### src/llc_pkg.sv
// Package for the link-layer configuration, cipher and RF test register slice.
// Assumes a 32-bit word register port where offsets are byte addresses.
package llc_pkg;
  // ---------------------------------------------------------------------------
  // Register byte offsets.
  // ---------------------------------------------------------------------------
  localparam logic [31:0] LLC_ADV_INTERVAL_OFS = 32'h400000A0; // Advertising spacing.
  localparam logic [31:0] LLC_SCAN_CNT_OFS = 32'h400000A4; // Active scan counters.
  localparam logic [31:0] LLC_PUB_PTR_OFS = 32'h400000B0; // Public list base.
  localparam logic [31:0] LLC_PRIV_PTR_OFS = 32'h400000B4; // Private list base.
  localparam logic [31:0] LLC_DEV_CNT_OFS = 32'h400000B8; // List entry counts.
  localparam logic [31:0] LLC_CIPHER_CTL_OFS = 32'h400000C0; // Cipher start.
  localparam logic [31:0] LLC_KEY0_OFS = 32'h400000C4; // Key bits 31:0.
  localparam logic [31:0] LLC_KEY1_OFS = 32'h400000C8; // Key bits 63:32.
  localparam logic [31:0] LLC_KEY2_OFS = 32'h400000CC; // Key bits 95:64.
  localparam logic [31:0] LLC_KEY3_OFS = 32'h400000D0; // Key bits 127:96.
  localparam logic [31:0] LLC_BLOCK_PTR_OFS = 32'h400000D4; // Cipher block base.
  localparam logic [31:0] LLC_TX_MIC_OFS = 32'h400000D8; // Send integrity code.
  localparam logic [31:0] LLC_RX_MIC_OFS = 32'h400000DC; // Receive integrity code.
  localparam logic [31:0] LLC_RF_TEST_OFS = 32'h400000E0; // RF test control.
  // ---------------------------------------------------------------------------
  // Field positions and widths.
  // ---------------------------------------------------------------------------
  localparam int LLC_ADV_W = 14; // Advertising interval width.
  localparam int LLC_SCAN_W = 9; // Scan counter width.
  localparam int LLC_SCAN_INIT_A_LSB = 16; // Back-off field low bit.
  localparam int LLC_PTR_W = 16; // Pointer width.
  localparam int LLC_CNT_W = 8; // Entry count width.
  localparam int LLC_PRIV_CNT_LSB = 8; // Private count low bit.
  localparam int LLC_START_BIT = 0; // Cipher start bit.
  localparam int LLC_ENDLESS_RX_BIT = 31; // Endless receive bit.
  localparam int LLC_ENDLESS_TX_BIT = 15; // Endless transmit bit.
  localparam int LLC_SIZE_SRC_BIT = 14; // Payload size source bit.
  localparam int LLC_PRBS_KIND_BIT = 13; // Pseudo-random kind bit.
  localparam int LLC_ORIGIN_BIT = 12; // Payload origin bit.
  localparam int LLC_LEN_W = 9; // Test payload length width.
  // ---------------------------------------------------------------------------
  // Generator seeds and reset value.
  // ---------------------------------------------------------------------------
  localparam logic [8:0] LLC_PRBS9_SEED = 9'h1FF; // All-ones 9-stage seed.
  localparam logic [14:0] LLC_PRBS15_SEED = 15'h7FFF; // All-ones 15-stage seed.
  localparam logic [31:0] LLC_ZERO = 32'h00000000; // Common reset value.
  // Cipher engine state.
  typedef enum logic [0:0] {LLC_IDLE, LLC_BUSY} llc_state_t;
endpackage

### src/llc_regs.sv
// Register slice of the link-layer controller: advertising, scan, white-list,
// cipher control with its engine handshake, and RF test payload generators.
// Assumes a synchronous single-cycle register port and an external cipher
// engine that raises a one-cycle done pulse with its integrity codes.
//
// Operation
// - Hold 14-bit advertising interval in microseconds.
// - Hold 9-bit back-off initial value.
// - Hold 9-bit active scan upper limit.
// - Hold public and private list pointers.
// - Hold private and public entry counts.
// - Writing one to start begins encryption.
// - Start clears when done event occurs.
// - Key assembled from four ascending words.
// - Hold 16-bit cipher block pointer.
// - Read-only integrity codes captured on done while busy.
// - Endless receive bit keeps window open.
// - Endless transmit bit gives endless payload.
// - Endless non-random payload repeats test length.
// - Size source picks descriptor or test length.
// - Kind bit picks 9 or 15 stage.
// - Nine-stage generator 1+x5+x9, seed ones.
// - Fifteen-stage generator given polynomial, seed ones.
// - Origin bit picks structure or generator payload.
// - Hold 9-bit test payload length.
// - Reset clears every field.
//
// Design decision made here: the plain strobed port.
`timescale 1ns/10ps
module llc_regs
  import llc_pkg::*;
(
  input wire logic I_REF_CLK,
  input wire logic I_RSTN,
  input wire logic [31:0] I_ADDR,
  input wire logic [31:0] I_WDATA,
  input wire logic I_WR,
  input wire logic I_RD,
  output logic [31:0] O_RDATA,
  input wire logic I_CRYPT_DONE,
  input wire logic [31:0] I_TX_MIC,
  input wire logic [31:0] I_RX_MIC,
  input wire logic [LLC_LEN_W-1:0] I_DESC_PAYLOAD_SIZE,
  input wire logic I_PRBS_LOAD,
  input wire logic I_PRBS_STEP,
  output logic O_CIPHER_START,
  output logic O_CIPHER_BUSY,
  output logic [127:0] O_CIPHER_KEY,
  output logic [LLC_PTR_W-1:0] O_CIPHER_BLOCK_BASE,
  output logic [LLC_ADV_W-1:0] O_ADV_SPACING_US,
  output logic [LLC_SCAN_W-1:0] O_SCAN_INIT_A,
  output logic [LLC_SCAN_W-1:0] O_SCAN_UPPER_BOUND,
  output logic [LLC_PTR_W-1:0] O_PUBLIC_LIST_BASE,
  output logic [LLC_PTR_W-1:0] O_PRIVATE_LIST_BASE,
  output logic [LLC_CNT_W-1:0] O_PUBLIC_ENTRY_COUNT,
  output logic [LLC_CNT_W-1:0] O_PRIVATE_ENTRY_COUNT,
  output logic O_ENDLESS_RECEIVE,
  output logic O_ENDLESS_TRANSMIT,
  output logic O_PAYLOAD_ORIGIN,
  output logic O_PSEUDO_RANDOM_KIND,
  output logic [LLC_LEN_W-1:0] O_PAYLOAD_SIZE,
  output logic O_REPEAT_PATTERN,
  output logic O_PRBS_BIT
);

  // ---------------------------------------------------------------------------
  // State record.
  // ---------------------------------------------------------------------------
  // All state of the block in one packed record.
  typedef struct packed {
    logic [LLC_ADV_W-1:0] adv_spacing_us; // Advertising interval.
    logic [LLC_SCAN_W-1:0] scan_init_a; // Back-off initial value.
    logic [LLC_SCAN_W-1:0] scan_upper_bound; // Upper limit value.
    logic [LLC_PTR_W-1:0] public_list_base; // Public list pointer.
    logic [LLC_PTR_W-1:0] private_list_base; // Private list pointer.
    logic [LLC_CNT_W-1:0] public_entry_count; // Public entries.
    logic [LLC_CNT_W-1:0] private_entry_count; // Private entries.
    logic start; // Cipher start bit.
    logic start_pulse; // One-cycle start to the engine.
    llc_state_t state; // Engine tracking state.
    logic [127:0] key; // Cipher key.
    logic [LLC_PTR_W-1:0] cipher_block_base; // Block pointer.
    logic [31:0] send_integrity_code; // Transmit MIC.
    logic [31:0] recv_integrity_code; // Receive MIC.
    logic endless_receive; // Endless receive window.
    logic endless_transmit; // Endless transmit payload.
    logic payload_size_source; // Size source select.
    logic pseudo_random_kind; // Generator kind.
    logic payload_origin; // Payload origin select.
    logic [LLC_LEN_W-1:0] test_payload_bytes; // Test payload length.
    logic [8:0] prbs9; // Nine-stage shift register.
    logic [14:0] prbs15; // Fifteen-stage shift register.
    logic [31:0] rdata; // Read data stage.
    logic [LLC_LEN_W-1:0] payload_size; // Selected payload size.
    logic repeat_pattern; // Repeat-pattern indicator.
  } llc_regs_t;

  llc_regs_t st_q; // Registered state.
  llc_regs_t st_d; // Next state.

  // ---------------------------------------------------------------------------
  // Next-state logic.
  // ---------------------------------------------------------------------------
  // Handles writes, reads, engine handshake and the payload generators.
  always_comb begin
    logic fb9;
    logic fb15;
    fb9 = 1'b0;
    fb15 = 1'b0;
    st_d = st_q;
    st_d.start_pulse = 1'b0;
    st_d.rdata = LLC_ZERO;
    // Register writes; reserved bits are simply not stored.
    if (I_WR) begin
      if (I_ADDR == LLC_ADV_INTERVAL_OFS) begin
        st_d.adv_spacing_us = I_WDATA[LLC_ADV_W-1:0];
      end else if (I_ADDR == LLC_SCAN_CNT_OFS) begin
        st_d.scan_init_a = I_WDATA[LLC_SCAN_INIT_A_LSB +: LLC_SCAN_W];
        st_d.scan_upper_bound = I_WDATA[LLC_SCAN_W-1:0];
      end else if (I_ADDR == LLC_PUB_PTR_OFS) begin
        st_d.public_list_base = I_WDATA[LLC_PTR_W-1:0];
      end else if (I_ADDR == LLC_PRIV_PTR_OFS) begin
        st_d.private_list_base = I_WDATA[LLC_PTR_W-1:0];
      end else if (I_ADDR == LLC_DEV_CNT_OFS) begin
        st_d.private_entry_count = I_WDATA[LLC_PRIV_CNT_LSB +: LLC_CNT_W];
        st_d.public_entry_count = I_WDATA[LLC_CNT_W-1:0];
      end else if (I_ADDR == LLC_CIPHER_CTL_OFS) begin
        // Only a one starts; a zero is ignored, as is a one while running.
        if (I_WDATA[LLC_START_BIT] && st_q.state == LLC_IDLE) begin
          st_d.start = 1'b1;
          st_d.start_pulse = 1'b1;
        end
      end else if (I_ADDR == LLC_KEY0_OFS) begin
        st_d.key[31:0] = I_WDATA;
      end else if (I_ADDR == LLC_KEY1_OFS) begin
        st_d.key[63:32] = I_WDATA;
      end else if (I_ADDR == LLC_KEY2_OFS) begin
        st_d.key[95:64] = I_WDATA;
      end else if (I_ADDR == LLC_KEY3_OFS) begin
        st_d.key[127:96] = I_WDATA;
      end else if (I_ADDR == LLC_BLOCK_PTR_OFS) begin
        st_d.cipher_block_base = I_WDATA[LLC_PTR_W-1:0];
      end else if (I_ADDR == LLC_RF_TEST_OFS) begin
        st_d.endless_receive = I_WDATA[LLC_ENDLESS_RX_BIT];
        st_d.endless_transmit = I_WDATA[LLC_ENDLESS_TX_BIT];
        st_d.payload_size_source = I_WDATA[LLC_SIZE_SRC_BIT];
        st_d.pseudo_random_kind = I_WDATA[LLC_PRBS_KIND_BIT];
        st_d.payload_origin = I_WDATA[LLC_ORIGIN_BIT];
        st_d.test_payload_bytes = I_WDATA[LLC_LEN_W-1:0];
      end
    end
    // Engine tracking: the done event while busy ends the operation, clears start
    // and latches the integrity codes.
    case (st_q.state)
      LLC_IDLE: begin
        if (st_d.start_pulse) begin
          st_d.state = LLC_BUSY;
        end
      end
      LLC_BUSY: begin
        if (I_CRYPT_DONE) begin
          st_d.state = LLC_IDLE;
          st_d.start = 1'b0;
          st_d.send_integrity_code = I_TX_MIC;
          st_d.recv_integrity_code = I_RX_MIC;
        end
      end
      default: begin
        st_d.state = LLC_IDLE;
      end
    endcase
    // Register reads; unmapped offsets and reserved bits read zero.
    if (I_RD) begin
      if (I_ADDR == LLC_ADV_INTERVAL_OFS) begin
        st_d.rdata[LLC_ADV_W-1:0] = st_q.adv_spacing_us;
      end else if (I_ADDR == LLC_SCAN_CNT_OFS) begin
        st_d.rdata[LLC_SCAN_INIT_A_LSB +: LLC_SCAN_W] = st_q.scan_init_a;
        st_d.rdata[LLC_SCAN_W-1:0] = st_q.scan_upper_bound;
      end else if (I_ADDR == LLC_PUB_PTR_OFS) begin
        st_d.rdata[LLC_PTR_W-1:0] = st_q.public_list_base;
      end else if (I_ADDR == LLC_PRIV_PTR_OFS) begin
        st_d.rdata[LLC_PTR_W-1:0] = st_q.private_list_base;
      end else if (I_ADDR == LLC_DEV_CNT_OFS) begin
        st_d.rdata[LLC_PRIV_CNT_LSB +: LLC_CNT_W] = st_q.private_entry_count;
        st_d.rdata[LLC_CNT_W-1:0] = st_q.public_entry_count;
      end else if (I_ADDR == LLC_CIPHER_CTL_OFS) begin
        st_d.rdata[LLC_START_BIT] = st_q.start;
      end else if (I_ADDR == LLC_KEY0_OFS) begin
        st_d.rdata = st_q.key[31:0];
      end else if (I_ADDR == LLC_KEY1_OFS) begin
        st_d.rdata = st_q.key[63:32];
      end else if (I_ADDR == LLC_KEY2_OFS) begin
        st_d.rdata = st_q.key[95:64];
      end else if (I_ADDR == LLC_KEY3_OFS) begin
        st_d.rdata = st_q.key[127:96];
      end else if (I_ADDR == LLC_BLOCK_PTR_OFS) begin
        st_d.rdata[LLC_PTR_W-1:0] = st_q.cipher_block_base;
      end else if (I_ADDR == LLC_TX_MIC_OFS) begin
        st_d.rdata = st_q.send_integrity_code;
      end else if (I_ADDR == LLC_RX_MIC_OFS) begin
        st_d.rdata = st_q.recv_integrity_code;
      end else if (I_ADDR == LLC_RF_TEST_OFS) begin
        st_d.rdata[LLC_ENDLESS_RX_BIT] = st_q.endless_receive;
        st_d.rdata[LLC_ENDLESS_TX_BIT] = st_q.endless_transmit;
        st_d.rdata[LLC_SIZE_SRC_BIT] = st_q.payload_size_source;
        st_d.rdata[LLC_PRBS_KIND_BIT] = st_q.pseudo_random_kind;
        st_d.rdata[LLC_ORIGIN_BIT] = st_q.payload_origin;
        st_d.rdata[LLC_LEN_W-1:0] = st_q.test_payload_bytes;
      end
    end
    // Pseudo-random generators: load with all ones, then step on request.
    fb9 = st_q.prbs9[8] ^ st_q.prbs9[4];
    fb15 = st_q.prbs15[14] ^ st_q.prbs15[13] ^ st_q.prbs15[12]
           ^ st_q.prbs15[1] ^ st_q.prbs15[0];
    if (I_PRBS_LOAD) begin
      st_d.prbs9 = LLC_PRBS9_SEED;
      st_d.prbs15 = LLC_PRBS15_SEED;
    end else if (I_PRBS_STEP) begin
      st_d.prbs9 = {st_q.prbs9[7:0], fb9};
      st_d.prbs15 = {st_q.prbs15[13:0], fb15};
    end
    // Payload size selection for the packet controller.
    if (st_q.payload_size_source) begin
      st_d.payload_size = st_q.test_payload_bytes;
    end else begin
      st_d.payload_size = I_DESC_PAYLOAD_SIZE;
    end
    // Endless payload without the generator repeats the test-length pattern.
    st_d.repeat_pattern = st_q.endless_transmit & ~st_q.payload_origin;
  end

  // ---------------------------------------------------------------------------
  // State register.
  // ---------------------------------------------------------------------------
  // Asynchronous reset clears every field to zero.
  always_ff @(posedge I_REF_CLK or negedge I_RSTN) begin
    if (!I_RSTN) begin
      st_q <= '0;
    end else begin
      st_q <= st_d;
    end
  end

  // ---------------------------------------------------------------------------
  // Outputs from the state register, all direct except the generator bit.
  // ---------------------------------------------------------------------------
  assign O_RDATA = st_q.rdata;
  assign O_CIPHER_START = st_q.start_pulse;
  assign O_CIPHER_BUSY = st_q.start;
  assign O_CIPHER_KEY = st_q.key;
  assign O_CIPHER_BLOCK_BASE = st_q.cipher_block_base;
  assign O_ADV_SPACING_US = st_q.adv_spacing_us;
  assign O_SCAN_INIT_A = st_q.scan_init_a;
  assign O_SCAN_UPPER_BOUND = st_q.scan_upper_bound;
  assign O_PUBLIC_LIST_BASE = st_q.public_list_base;
  assign O_PRIVATE_LIST_BASE = st_q.private_list_base;
  assign O_PUBLIC_ENTRY_COUNT = st_q.public_entry_count;
  assign O_PRIVATE_ENTRY_COUNT = st_q.private_entry_count;
  assign O_ENDLESS_RECEIVE = st_q.endless_receive;
  assign O_ENDLESS_TRANSMIT = st_q.endless_transmit;
  assign O_PAYLOAD_ORIGIN = st_q.payload_origin;
  assign O_PSEUDO_RANDOM_KIND = st_q.pseudo_random_kind;
  assign O_PAYLOAD_SIZE = st_q.payload_size;
  assign O_REPEAT_PATTERN = st_q.repeat_pattern;
  // Generator output picked by the kind bit.
  assign O_PRBS_BIT = st_q.pseudo_random_kind ? st_q.prbs15[14] : st_q.prbs9[8];

endmodule

### config.mk
export PLATFORM = sky130hd
export DESIGN_NAME = llc_regs
export DESIGN_NICKNAME = d
export VERILOG_FILES = /design/src/llc_pkg.sv /design/src/llc_regs.sv
export SDC_FILE = /design/constraint.sdc
export NUM_CORES = 1
export LEC_CHECK = 0
export ABC_CLOCK_PERIOD_IN_PS = 2100
export BUFFER_PORTS_ARGS = -buffer_cell sky130_fd_sc_hd__buf_2
export CAP_MARGIN = 40
export CORE_ASPECT_RATIO = 0.8
export CORE_UTILIZATION = 45
export DETAILED_ROUTE_END_ITERATION = 8
export PLACE_DENSITY = 0.69
export SLEW_MARGIN = 40
export SYNTH_ARGS = -nofsm -noshare
export SYNTH_HDL_FRONTEND = slang
export SYNTH_SLANG_ARGS = --single-unit
export TNS_END_PERCENT = 10
### constraint.sdc
create_clock -name I_REF_CLK -period 2.1 [get_ports I_REF_CLK]
set_input_delay 0 -clock I_REF_CLK [delete_from_list [all_inputs] [get_ports I_REF_CLK]]
set_output_delay 0 -clock I_REF_CLK [all_outputs]
set_load 0.005 [all_outputs]
# Yosys cells after proc, flatten, opt, wreduce, memory -nomap -nowiden
# Cells that the tools add are included.
# op_classes
n_eq_ne	14
n_mux	54
n_bitwise	19
n_reduce_logical	14
# op_table
operator	count
$eq 32x31->1 const B	14
$mux 32	13
$mux 16	8
$mux 24	2
$mux 9	5
$mux 31	1
$mux 18	1
$mux 2	8
$mux 15	1
$mux 14	1
$mux 7	2
$not 1->1	13
$reduce_and 13->1	1
$reduce_and 12->1	1
$reduce_and 11->1	1
$reduce_and 10->1	1
$reduce_and 9->1	1
$mux 1	8
$mux 4	2
$reduce_and 8->1	1
$reduce_and 6->1	1
$reduce_and 5->1	1
$xor 1x1->1	5
$reduce_and 2->1	2
7 further kinds	7
# totals
reg_bits	371
input_bits	144
output_inout_bits	273
elab_cells	129

# Logic depth before layout (Yosys ltp)
# depth
ltp_word	23
ltp_mapped	11
ltp_nobuf	7

# Worst setup path before layout
# No wires, ideal clock.
# synth_path
path_type	input to register
start	input port I_ADDR[26]
end	register st_q (netlist bit O_PRIVATE_ENTRY_COUNT[6])
setup_time_ns	0.125
arrival_time_ns	2.368
required_time_ns	1.975
path_slack_ns	-0.392
cell_stages	10
path_buffers	3
path_cell_list	nor4_2 nand3_4 or2_1 clkbuf_1 or4_4 and2_1 buf_6 nand4_2 buf_2 mux2_2
# synth_via
elab_chain_len	3
elab_cells_between_ends	10
cone_classes	eq/ne (5); bitwise (4); reduce/logical (1)
# synth_rtl
item	line	rtl
start, declared	llc_regs.sv:35	input wire logic [31:0] I_ADDR,
$eq 32x31->1, on equally long branches	--	
$not 1->1 (no source line)	--	
$reduce_and 6->1 (no source line) *	--	
end signal, assigned	llc_regs.sv:240	st_q <= st_d;
end, declared	llc_regs.sv:98	llc_regs_t st_q;
# Every way passes the cells marked *; elsewhere a longest branch is shown, timed or not.
# A chain may end at the register's enable or synchronous reset.

==> flow_summary.json <==
{
  "gp_congestion": 0.907,
  "fin_area_um2": 23400,
  "clock-root-buffer": "clkbuf_16",
  "yosysTopAreaCell": "dfrtp_1",
  "path_clk_slew_ns": 0.06,
  "cts.sinks": 371,
  "area_growth_syn_to_layout_pct": 24.1,
  "fin_crit_ns": 2.08,
  "seq_power_share": 0.469,
  "ys_warn_count": 0,
  "yosysSeqAreaShare": 0.493,
  "fin_nets": 2105,
  "maxSlewViolCount": 0,
  "finalHoldWorstSlack_ns": 0.0813,
  "use_met1": 0.396,
  "synthTopCellsByArea": "dfrtp_1, mux2_2, buf_4",
  "synth_fp_nets": 1738,
  "clockBufferDepth": 3,
  "worstSkewPairLatency_ns": 0.56,
  "critPathRequiredTime_ns": 2.52,
  "io_buffers": 416,
  "wl_mm": 62.7,
  "finalSetupViolCount": 0,
  "cap_violations": 0,
  "initial_core_util": 0.460,
  "min_from": "I_WR",
  "max_freq_mhz": 482,
  "crit_arrival_ns": 2.50,
  "dieArea_um2": 42700,
  "critPathBufInv": 5,
  "p_clk_frac": 0.468,
  "crit_type": "input port to flip-flop",
  "mostFrequentLayoutCells": "buf_2, dfrtp_1, mux2_2",
  "grtUsageMet2": 0.461,
  "core_area_um2": 41000,
  "final_common_cell": "buf_2",
  "synth_edf_count": 0,
  "top_usage_layer": "met2",
  "hold-path-cell-count": 4,
  "path_common_cell": "buf_4",
  "die_x_um": 231,
  "grt_setup_unrepaired": "yes",
  "r2r_setup_slack_ns": 0.09,
  "drt_first_pass_iters": 6,
  "cp-end-kind": "flip-flop",
  "grt_max_degree": 86,
  "r2r-end": "O_RDATA[4]$_DFF_PN0_",
  "max_stage_delay_ns": 0.53,
  "finClkSkew_ns": 0.0139,
  "gr-usage-all-layers": 0.288,
  "r2r-start": "st_q[116]$_DFFE_PN0P_",
  "gr-total-overflow": 0,
  "netlist_instances": 1594,
  "min_path_type": "input port to flip-flop",
  "vdd_drop_max_uv": 528,
  "drtIter0Drc": 1062,
  "synth_top_area_frac": 0.493,
  "p_leak_nw": 12.2,
  "status": "completed",
  "cts_buffers": 41,
  "drtAntennaViolNets": 0,
  "synth-seq-cells": 371,
  "p_sw_frac": 0.231,
  "drive_gt1_frac": 0.501,
  "path_cells": "buf_2, buf_4, nor4_2, buf_4, buf_4, nand2_1, o41ai_1, a2111oi_2, buf_4, o211ai_1, o31a_1, o31ai_1",
  "grt_pass1_vias": 14300,
  "syn_area_um2": 18800,
  "num-fill-cells": 3450,
  "grt_pass1_wl_mm": 91.5,
  "via_per_inst": 5.58,
  "dp_hpwl_mm": 45.0,
  "antenna_found_initial": 3,
  "relSlewSlack": 0.506,
  "hold_viol_final": 0,
  "avgSynthCellArea_um2": 11.8,
  "switchingPower_mw": 3.54,
  "ios": 417,
  "yosysUniqueCellTypes": 63,
  "die_h_um": 185,
  "crit_fanout": 9,
  "cp_top_family": "compound AO/OA/AOI/OAI gates",
  "worstHoldEndpoint": "O_ADV_SPACING_US[2]$_DFFE_PN0P_",
  "async_flop_share": 1.00,
  "power_density_nw_per_um2": 656,
  "cp-start-kind": "input port",
  "htreeDepth": 2,
  "vias": 14200,
  "intPower_mw": 11.8,
  "worstRegToRegCells": 8,
  "placementRows": 66,
  "combPwrFrac": 0.063,
  "finalCritPeriodShare": 0.989,
  "tightest_slew_ns": 0.741,
  "cts_tree": "built",
  "wire_per_inst_um": 24.7,
  "totalNegativeSetupSlack_ns": 0,
  "synthFlopType": "dfrtp_1",
  "dpl_cell_area_um2": 20900,
  "gr-usage-met3": 0.0514,
  "drc": 0,
  "crit_slowest_cell": "o41ai_1"
}
[layout make-up]
type                            count  area (um2)  share of cell area
Antenna cell                        3        7.51            0.000321
Clock buffer                       61        1230              0.0527
Clock inverter                     13         100             0.00428
Inverter                            9        33.8             0.00144
Multi-Input combinational cell    851        7280               0.311
Sequential cell                   371        9280               0.397
Tap cell                          544         681              0.0291
Timing Repair Buffer              687        4780               0.204
[tightest hold or removal path, delay by kind of cell]
| kind | cells | cell delay [ns] |
|---|---|---|
| AND/OR/NAND/NOR | 1 | 0.11 |
| multiplexers | 1 | 0.17 |
| buffers and inverters | 2 | 0.32 |
[how the worst max path moves through the flow]
| stage | depth (start not counted) | endpoint | start |
|---|---|---|---|
| global route | 11 | O_RDATA[7]$_DFF_PN0_ | I_ADDR[15] |
| detailed placement | 12 | O_RDATA[2]$_DFF_PN0_ | I_ADDR[15] |
| global placement | 9 | O_CIPHER_KEY[112]$_DFFE_PN0P_ | I_ADDR[13] |
| CTS | 11 | O_RDATA[4]$_DFF_PN0_ | I_ADDR[15] |
| finish | 12 | O_RDATA[2]$_DFF_PN0_ | I_ADDR[15] |
| floorplan | 11 | O_CIPHER_KEY[65]$_DFFE_PN0P_ | I_ADDR[19] |
[metrics by stage]
stage	setup WS (ns)	utilization	power [mW]	std cells
global placement	-0.488	0.510	8.11	2352
detailed placement	-0.582	0.510	8.13	2352
CTS	0.0170	0.570	15.5	2536
floorplan	-0.300	-	7.60	1594
global route	-0.0256	0.571	15.8	2539
finish	0.0238	0.571	15.4	2539
[kinds of logic after synthesis]
family,synth area share
xor+xnor,0.00325
flops,0.493
mux,0.206
simple gates,0.0658
buf+inv,0.130
compound gates,0.102
[synth_stat cells (5+ instances only)]
cell type    n
dfrtp_1    371
mux2_2     289
buf_4      266
nand2_1     74
clkbuf_1    67
a21oi_1     48
nor2_1      48
o21ai_0     33
mux2_4      30
a22oi_1     28
nor2b_1     27
a211o_1     22
o22ai_1     20
mux2i_1     18
buf_2       17
nor3_1      17
a211oi_1    15
nand3_1     13
o31a_1      13
o31ai_1     13
a222oi_1    11
a22o_1      11
o211ai_1    11
inv_1        9
nor4_1       9
o21a_1       9
buf_1        8
a2111oi_0    7
and3_1       7
o41ai_1      7
a31oi_1      6
a221oi_1     5
a2bb2oi_1    5
and4_1       5
buf_6        5
[power groups by stage]
stage	registers, mW	logic, mW	clock network (mW)
2_1_floorplan	7.34	0.260	0
3_3_place_gp	7.34	0.776	0
3_5_place_dp	7.34	0.794	0
4_1_cts	7.21	0.967	7.30
5_1_grt	7.21	1.05	7.58
6_report	7.21	0.967	7.18
[state kept, by name, summed over array words and instances (netlist names)]
signal and count:
O_CIPHER_KEY 128, st_q 99, O_RDATA 32, O_CIPHER_BLOCK_BASE 16
O_PRIVATE_LIST_BASE 16, O_PUBLIC_LIST_BASE 16, O_ADV_SPACING_US 14, O_PAYLOAD_SIZE 9
O_SCAN_INIT_A 9, O_SCAN_UPPER_BOUND 9, O_PRIVATE_ENTRY_COUNT 8, O_PUBLIC_ENTRY_COUNT 8
O_CIPHER_BUSY 1, O_CIPHER_START 1, O_ENDLESS_RECEIVE 1, O_ENDLESS_TRANSMIT 1
O_PAYLOAD_ORIGIN 1, O_PSEUDO_RANDOM_KIND 1, O_REPEAT_PATTERN 1
[metal layers]
| metal | wire length (um) | share of wire |
|---|---|---|
| met1 | 27200 | 0.43 |
| met2 | 29600 | 0.47 |
| met5 | 0 | 0 |
| met4 | 1820 | 0.029 |
| met3 | 4090 | 0.065 |
[repair_timing]
action                                  in CTS  in global routing
hold endpoints to repair                   708                  0
hold buffers                               110                  0
setup buffers                                0                  0
endpoints found under the setup margin       1                 24
resized for setup                            1                 11
(Power assumes the default switching activity.)
